## src/hw/row_prot_pkg.sv

```systemverilog
package row_prot_pkg;

   localparam int ROW_AW    = 8;
   localparam int HROW_AW   = 6;
   localparam int FIELD_W   = 2;
   localparam int FIELDS_PB = 4;

   localparam logic [1:0] MODE_OPEN     = 2'h0;
   localparam logic [1:0] MODE_NO_READ  = 2'h1;
   localparam logic [1:0] MODE_NO_EXTWR = 2'h2;
   localparam logic [1:0] MODE_NO_INTWR = 2'h3;

   localparam logic [5:0] CODE_OK       = 6'h00;
   localparam logic [5:0] CODE_PROT_ERR = 6'h09;
   localparam int         CODE_LSB      = 2;
   localparam logic [1:0] STAT_DONE     = 2'h1;
   localparam logic [7:0] STAT_RESET    = 8'h00;
   localparam logic [7:0] BYTE_CLEAR    = 8'h00;

   typedef enum logic [2:0] {
      OP_CODE_FETCH = 3'h0,
      OP_DATA_FETCH = 3'h1,
      OP_READ_CMD   = 3'h2,
      OP_EXT_WRITE  = 3'h3,
      OP_INT_WRITE  = 3'h4,
      OP_ERASE_ROW  = 3'h5,
      OP_PROTECT    = 3'h6,
      OP_ERASE_ALL  = 3'h7
   } op_t;

   typedef enum logic [1:0] {
      ST_IDLE  = 2'b00,
      ST_LOOK  = 2'b01,
      ST_CHECK = 2'b11,
      ST_CLEAR = 2'b10
   } state_t;

   typedef struct packed {
      logic                op_valid;
      op_t                 op;
      logic                ext_src;
      logic [ROW_AW-1:0]   row;
      logic [7:0]          prot_byte;
   } cmd_t;

   typedef struct packed {
      logic                done;
      logic                allow;
      logic [7:0]          status;
   } result_t;

endpackage : row_prot_pkg

```

## src/hw/prot_row_mem.sv

```systemverilog
`timescale 1ns/100ps
module prot_row_mem
   import row_prot_pkg::*;
#(
   parameter int AW = HROW_AW
) (
   // Clock
   input  wire logic          clk_sys,
   // Write port
   input  wire logic          wr_en,
   input  wire logic [AW-1:0] wr_addr,
   input  wire logic [7:0]    wr_data,
   // Read port
   input  wire logic [AW-1:0] rd_addr,
   output logic      [7:0]    rd_data
);
   logic [7:0] mem [0:(1<<AW)-1];

   always_ff @(posedge clk_sys) begin
      if (wr_en) begin
         mem[wr_addr] <= wr_data;
      end
      rd_data <= mem[rd_addr];
   end
endmodule : prot_row_mem

```

## src/hw/flash_row_protection_check.sv

```systemverilog
`timescale 1ns/100ps
module flash_row_protection_check
   import row_prot_pkg::*;
#(
   parameter int RW = ROW_AW
) (
   // Clock and reset
   input  wire logic    clk_sys,
   input  wire logic    arst_n,
   // Command side
   input  wire cmd_t    cmd,
   // Result side
   output result_t      result,
   output logic         flash_go
);
   localparam int HAW       = RW - 2;
   localparam int NB        = 1 << HAW;
   localparam int ERASE_CYC = NB + 1;

   typedef struct packed {
      state_t           st;
      cmd_t             cur;
      logic [HAW-1:0]   ptr;
      logic             any_prot;
      result_t          res;
      logic             go;
   } core_t;

   core_t s_reg;
   core_t s_next;

   logic [7:0]     rd_byte;
   logic           mem_we;
   logic [HAW-1:0] mem_waddr;
   logic [7:0]     mem_wdata;
   logic [HAW-1:0] mem_raddr;
   logic [1:0]     field;
   logic           ok;
   logic [FIELD_W-1:0] row_fields [FIELDS_PB];

   // Mode permits the operation
   function automatic logic permit(input op_t op, input logic [1:0] m);
      case (op)
         OP_CODE_FETCH: permit = 1'b1;
         OP_DATA_FETCH,
         OP_READ_CMD:   permit = (m == MODE_OPEN);
         OP_EXT_WRITE:  permit = (m == MODE_OPEN) || (m == MODE_NO_READ);
         OP_INT_WRITE,
         OP_ERASE_ROW:  permit = (m != MODE_NO_INTWR);
         default:       permit = 1'b1;
      endcase
   endfunction : permit

   // Erase by an external source counts as external write
   function automatic op_t eff_op(input cmd_t c);
      eff_op = (c.op == OP_ERASE_ROW && c.ext_src) ? OP_EXT_WRITE : c.op;
   endfunction : eff_op

   prot_row_mem #(.AW(HAW)) u_mem (
      .clk_sys (clk_sys),
      .wr_en   (mem_we),
      .wr_addr (mem_waddr),
      .wr_data (mem_wdata),
      .rd_addr (mem_raddr),
      .rd_data (rd_byte)
   );

   assign mem_raddr = s_reg.cur.row[RW-1:2];
   for (genvar g = 0; g < FIELDS_PB; g++) begin : g_fields
      assign row_fields[g] = rd_byte[g*FIELD_W +: FIELD_W];
   end
   assign field     = row_fields[s_reg.cur.row[1:0]];
   assign ok        = permit(eff_op(s_reg.cur), field);

   always_comb begin
      s_next    = s_reg;
      s_next.res.done = 1'b0;
      s_next.go = 1'b0;
      mem_we    = 1'b0;
      mem_waddr = s_reg.ptr;
      mem_wdata = BYTE_CLEAR;
      case (s_reg.st)
         ST_IDLE: begin
            if (cmd.op_valid) begin
               s_next.cur = cmd;
               if (cmd.op == OP_ERASE_ALL) begin
                  s_next.ptr = '0;
                  s_next.st  = ST_CLEAR;
               end else if (cmd.op == OP_PROTECT) begin
                  s_next.res.done   = 1'b1;
                  s_next.res.allow  = !s_reg.any_prot;
                  s_next.res.status = {s_reg.any_prot ? CODE_PROT_ERR : CODE_OK,
                                       STAT_DONE};
                  if (!s_reg.any_prot) begin
                     mem_we    = 1'b1;
                     mem_waddr = cmd.row[RW-1:2];
                     mem_wdata = cmd.prot_byte;
                     s_next.any_prot = |cmd.prot_byte;
                  end
               end else begin
                  s_next.st = ST_LOOK;
               end
            end
         end
         ST_LOOK: begin
            s_next.st = ST_CHECK;
         end
         ST_CHECK: begin
            s_next.st         = ST_IDLE;
            s_next.res.done   = 1'b1;
            s_next.res.allow  = ok;
            s_next.go         = ok;
            s_next.res.status = {ok ? CODE_OK : CODE_PROT_ERR, STAT_DONE};
         end
         ST_CLEAR: begin
            mem_we     = 1'b1;
            s_next.ptr = s_reg.ptr + 1'b1;
            if (s_reg.ptr == HAW'(NB - 1)) begin
               s_next.st         = ST_IDLE;
               s_next.any_prot   = 1'b0;
               s_next.res.done   = 1'b1;
               s_next.res.allow  = 1'b1;
               s_next.go         = 1'b1;
               s_next.res.status = {CODE_OK, STAT_DONE};
            end
         end
         default: begin
            s_next.st = ST_IDLE;
         end
      endcase
   end

   always_ff @(posedge clk_sys or negedge arst_n) begin
      if (!arst_n) begin
         s_reg <= '0;
      end else begin
         s_reg <= s_next;
      end
   end

   assign result   = s_reg.res;
   assign flash_go = s_reg.go;
endmodule : flash_row_protection_check

```

## config.mk

```make
export PLATFORM = sky130hd
export DESIGN_NAME = flash_row_protection_check
export DESIGN_NICKNAME = d
export VERILOG_FILES = /design/src/hw/row_prot_pkg.sv /design/src/hw/prot_row_mem.sv /design/src/hw/flash_row_protection_check.sv
export SDC_FILE = /design/constraint.sdc
export NUM_CORES = 1
export LEC_CHECK = 0
export BUFFER_PORTS_ARGS = -buffer_cell sky130_fd_sc_hd__buf_2
export CAP_MARGIN = 15
export CORE_MARGIN = 4
export CORE_UTILIZATION = 40
export DETAILED_ROUTE_END_ITERATION = 12
export GPL_ROUTABILITY_DRIVEN = 1
export PLACE_DENSITY_LB_ADDON = 0.15
export SLEW_MARGIN = 20
export SYNTH_ARGS = -nofsm -noshare
export SYNTH_HDL_FRONTEND = slang
export SYNTH_SLANG_ARGS = --single-unit
```

## constraint.sdc

```tcl
create_clock -name clk_sys -period 3.92 [get_ports clk_sys]
set_input_delay 1.176 -clock clk_sys [delete_from_list [all_inputs] [get_ports clk_sys]]
set_output_delay 1.176 -clock clk_sys [all_outputs]
set_load 0.005 [all_outputs]
```

## Word level (Yosys, flattened, before mapping)

Memory sizes are Yosys's and may differ from the RTL's. A register that Yosys moved wholly into a read port is not among the register bits.
Index checks and enable logic that the tools add are counted.
Widths: inputs -> output; s select.

| word-level totals | value |
|---|---|
| word-level logic and storage cells | 88 |
| memory bits (read-only) | 0 |
| output and inout port bits | 11 |
| bits in latches | 0 |
| bits in writable memories | 512 |
| register bits after elaboration | 41 |
| memories | 1 |

Memory list:

| name | depth | width | rd ports | clocked after Yosys merged registers in | write ports | RTL line | source |
|---|---|---|---|---|---|---|---|
| u_mem.mem | 64 | 8 | 1 | 1 | 1 | prot_row_mem.sv:17 | `logic [7:0] mem [0:(1<<AW)-1];` |

| cells by class | value |
|---|---|
| $lt $le $gt $ge | 1 |
| eq/ne operators | 20 |
| bitwise operators | 1 |
| shift operators | 0 |
| reductions and logical operators | 15 |
| muxes and demuxes | 37 |
| add/sub/neg operators | 1 |
| div/mod/pow operators | 0 |
| $mul | 0 |

Operators with widths:

| cell | number |
|---|---|
| $mux 40 | 1 |
| $mux 8 | 5 |
| $mux 6 | 6 |
| $pmux 10 s3 | 1 |
| $mux 11 | 2 |
| $eq 3x3->1 const B | 5 |
| $pmux 7 s2 | 1 |
| $mux 12 | 1 |
| $ne 2x2->1 const B | 6 |
| $mux 2 | 5 |
| $reduce_and 5->1 | 2 |
| $mux 4 | 2 |
| $pmux 2 s4 | 1 |
| $reduce_or 8->1 | 1 |
| $mux 1 | 7 |
| $add 6x1->6 const B | 1 |
| $eq 3x2->1 const B | 2 |
| $eq 6x6->1 const B | 1 |
| $reduce_and 3->1 | 2 |
| $bmux 2 s2 | 1 |
| $eq 2x1->1 const B | 2 |
| $eq 2x2->1 const B | 2 |
| $logic_not 2->1 | 2 |
| $pmux 1 s2 | 2 |
| other kinds (13) | 14 |

## Depth between registers and ports, before layout

| logic depth | value |
|---|---|
| depth after elaboration | 9 |
| depth in mapped cells | 9 |
| depth with buffers taken out | 6 |

## By module

Synthesis repeated with hierarchy kept, for this count alone.

| unflattened totals | value |
|---|---|
| cell total of the unflattened synthesis | 1071 |
| area, all modules | 21598.2 µm² |

Modules (own cells, without submodules):

| module | area each (µm²) | times used | cells each | sequential area each (µm²) |
|---|---|---|---|---|
| prot_row_mem | 20166.8 | 1 | 940 | 15534.9 |
| flash_row_protection_check | 1431.4 | 1 | 131 | 650.6 |

## Worst setup path after synthesis

OpenSTA, ideal clock, no wires.

| timing path | value |
|---|---|
| path kind | input to register |
| start | input port cmd[20] (netlist bit) |
| end | memory u_mem.mem[0][0] (data pin) |
| setup time | 367 ps |
| path slack | 344 ps |
| required time | 3553 ps |
| cell stages on the path | 6 |
| arrival | 3208 ps |
| buffers on the path | 3 |
| cells stage by stage | or3b_1 -> buf_2 -> nor4_4 -> buf_4 -> buf_2 -> and2_1 |

| on the way | value |
|---|---|
| longest elaborated chain between the ends | 2 |

RTL lines:

| item | RTL line | source |
|---|---|---|
| start: declaration | flash_row_protection_check.sv:11 | `input wire cmd_t cmd,` |
| $mux 8 | flash_row_protection_check.sv:84 | `if (cmd.op_valid) begin` |
| $mux 8 | flash_row_protection_check.sv:82 | `case (s_reg.st)` |
| named net mem_wdata[0] | flash_row_protection_check.sv:35 | `logic [7:0] mem_wdata;` |
| end: declaration | prot_row_mem.sv:17 |  |

The timed path passes the listed nets, and every way through them passes these cells.

## Worst setup path in the final report

| timing path | value |
|---|---|
| start | input port cmd[20] (netlist bit) |
| end | memory u_mem.mem[8][3] (enable) |

| on the way | value |
|---|---|
| longest elaborated chain between the ends | 4 |

RTL lines:

| item | RTL line | source |
|---|---|---|
| $mux 1 | flash_row_protection_check.sv:84 |  |
| $pmux 1 s2 | flash_row_protection_check.sv:82 |  |
| $mux 1 | prot_row_mem.sv:20 | `if (wr_en) begin` |
| $mux 1 (not written as such) | prot_row_mem.sv:21 | `mem[wr_addr] <= wr_data;` |

Several ways; a longest one is shown, not always the timed one.

==> flow_metrics.env <==
export IMPL_die_x_um=240
export IMPL_critical_path_max_stage_delay_ns=0.72
export IMPL_path_clk_slew_ns=0.06
export IMPL_port_buffers=28
export IMPL_rsz0062_at_grt="no"
export IMPL_status="completed"
export IMPL_critPathMaxFanout=22
export IMPL_cp_slowest_cell="nor2_1"
export IMPL_slew_viol_final=0
export IMPL_synth_area_um2=21600
export IMPL_ys_ff_latch=546
export IMPL_grt_ovfl_total=0
export IMPL_clockRootBuffer="clkbuf_16"
export IMPL_synth_cell_types=51
export IMPL_vias=10909
export IMPL_worst_setup_path_start_kind="input pin"
export IMPL_final_util=0.469
export IMPL_synthCells=1120
export IMPL_drtAntennaViolNets=0
export IMPL_nNetsFinal=1263
export IMPL_wl_mm=52.0
export IMPL_synth_seq_area_share=0.749
export IMPL_syn_avg_cell_area_um2=19.3
export IMPL_synthMuxAreaShare=0.154
export IMPL_pin_count=34
export IMPL_synth_top_family_by_area="multiplexers"
export IMPL_synth_largest_area_cell="edfxtp_1"
export IMPL_synthAdderAreaFrac=0.000579
export IMPL_cts_sinks=546
export IMPL_ys_warnings_count=0
export IMPL_cts_inserted_buffers=56
export IMPL_synthSimpleGateAreaFrac=0.0469
export IMPL_core_area_um2=53100
export IMPL_wl_per_cell_um=26.4
export IMPL_dr_first_iter_drc_count=931
export IMPL_start_util=0.407
export IMPL_cts_hold_buffers=0
export IMPL_synth_edf_count=512
export IMPL_insertion_delay_ns=0.60
export IMPL_tns_ns=0
export IMPL_layout_common_cells="edfxtp_1, mux4_2, buf_4"
export IMPL_synth_xor_area_frac=0
export IMPL_setup_viol=0
export IMPL_cts_tree="done"
export IMPL_critPathRequiredTime_ns=4.14
export IMPL_powerDensity_nw_per_um2=654
export IMPL_drcViolationCount=0
export IMPL_cts_path_max_buffers=3
export IMPL_worstPathArrival_ns=3.40
export IMPL_power_leakage_nw=8.54
export IMPL_synthArstFlopShare=0.0476
export IMPL_num_rows=84
export IMPL_drive_above_1_share=0.293
export IMPL_finalClockSkew_ns=0.0107
export IMPL_antenna_found_initial=0
export IMPL_h_tree_depth=2
export IMPL_hold_violations=0
export IMPL_die_y_um=240
export IMPL_postCtsResizedCells=0
export IMPL_antenna_cells=0
export IMPL_place_congestion=0.833
export IMPL_dpl_hpwl_mm=32.6
export IMPL_grt_first_pass_wirelength_mm=77.5
export IMPL_synth_compound_area_share=0.0328
export IMPL_grt_pass1_vias=11341
export IMPL_grt_usage=0.184
export IMPL_grt_start_max_net_pins=65
export IMPL_path_class="in -> reg"
export IMPL_synth_ff_type="edfxtp_1"
export IMPL_finalCriticalPeriod_ns=3.18
export IMPL_finalPower_mw=16.3
export IMPL_cts_setup_buffers=0
export IMPL_timing_fmax_mhz=314
export IMPL_final_cell_count_no_fill=1972
export IMPL_finalCritPeriodShare=0.812
export IMPL_timing_slew_headroom=0.375
export IMPL_syn_to_final_growth_pct=15.1
export IMPL_vias_per_cell=5.53
export IMPL_netlist_area_leader_share=0.711
export IMPL_synth_area_top_cells="edfxtp_1, mux4_2, dfrtp_1, mux2_2, nor2_1"
export IMPL_tightestPinTransition_ns=0.934
export IMPL_drv_cap=0
export IMPL_final_common_cell="edfxtp_1"
export IMPL_path_cells="buf_2, or3b_1, nor4_4, buf_12, mux2_2, nand2_2, buf_4, nor2_1"
export IMPL_die_area_um2=57800
export IMPL_largest_reg_flops=512
export IMPL_firstDrtPassIters=5
export IMPL_place_inst=1869
export IMPL_peakVddDrop_mv=0.409
export IMPL_endpoint_kind="flip-flop"
export IMPL_holdCritPathClass="reg -> reg"
## through the flow
step                setup WS (ns)  hold slack [ns]  instance area, µm²
CTS                         0.730            0.511               24900
detailed placement         0.0851            0.497               23100
finish                      0.737            0.513               24900
global route                0.607            0.547               24900
global placement            0.115            0.458               23100
floorplan                   0.344            0.440               21600
## worst paths after layout
| path | start | endpoint | slack [ns] | cells past startpoint |
|---|---|---|---|---|
| max | cmd[20] | u_mem.mem[8][3] | 0.74 | 8 |
| min | result[8] | result[8] | 0.51 | 1 |
| max reg2reg | s_reg[40] | u_mem.mem[8][3] | 0.92 | 7 |
| min reg2reg | result[8] | result[8] | 0.51 | 1 |
| max in group asynchronous | arst_n | mem_raddr[2] | 2.81 | 1 |
| min in group asynchronous | arst_n | s_reg[26] | 0.61 | 1 |
## Yosys cell counts (2+ instances only)
| cell | number |
|---|---|
| a21o_1 | 3 |
| mux2_2 | 31 |
| or3_1 | 2 |
| inv_1 | 5 |
| nor4_1 | 2 |
| dfrtp_1 | 26 |
| clkbuf_1 | 16 |
| nand3_1 | 9 |
| o221ai_1 | 5 |
| nand4_1 | 2 |
| and2_1 | 10 |
| o22ai_1 | 20 |
| a21oi_1 | 17 |
| nand2_2 | 6 |
| nand2_1 | 65 |
| a31oi_1 | 4 |
| dfxtp_1 | 8 |
| a211oi_1 | 11 |
| a22oi_1 | 5 |
| or2_2 | 3 |
| a221oi_1 | 4 |
| edfxtp_1 | 512 |
| nor3_1 | 9 |
| buf_6 | 3 |
| o2bb2ai_1 | 3 |
| buf_4 | 15 |
| nor2_1 | 82 |
| mux4_2 | 123 |
| o21ai_0 | 22 |
| buf_1 | 8 |
| nor3b_1 | 2 |
| nor2b_1 | 13 |
| mux2i_1 | 20 |
| a22o_1 | 2 |
| buf_2 | 24 |
| nand2b_1 | 12 |
| o32ai_1 | 2 |
## layout make-up
class                   instances  area, µm²
fillers                      4439      28200
flip-flops and latches        546      16200
multi-input cells             507       5080
clock buffers                  78       1550
repair buffers                123        991
well taps                     688        861
clock inverters                25        179
inverters                       5       18.8
## power by group
part	switching [mW]	internal (mW)	total (mW)
Clock	2.13	2.87	5.01
Combinational	2.23	1.87	4.10
Sequential	0.512	6.66	7.17
Total	4.88	11.4	16.3
## worst max-delay path: cells and delay by family
family,cells,cell delay (ns)
AND/OR/NAND/NOR,4,1.52
buffers and inverters,3,0.48
multiplexers,1,0.20
## metal layers
metal	vias up	track usage	routed length, µm
met4	0	0.0479	1010
met1	5774	0.259	22400
li1	4768	-	-
met5	-	0	0
met3	72	0.0306	2660
met2	295	0.303	25900
## cells by family (layout without fill, tap and decap cells)
| logic type | Yosys count | in the layout |
|---|---|---|
| buf+inv | 71 | 231 |
| mux | 174 | 174 |
| fa+ha+maj | 1 | 1 |
| simple gates | 221 | 221 |
| compound gates | 106 | 106 |
| other cells | 1 | 5 |
| flops | 546 | 546 |
No activity file was read; power rests on OpenSTA's default activity.
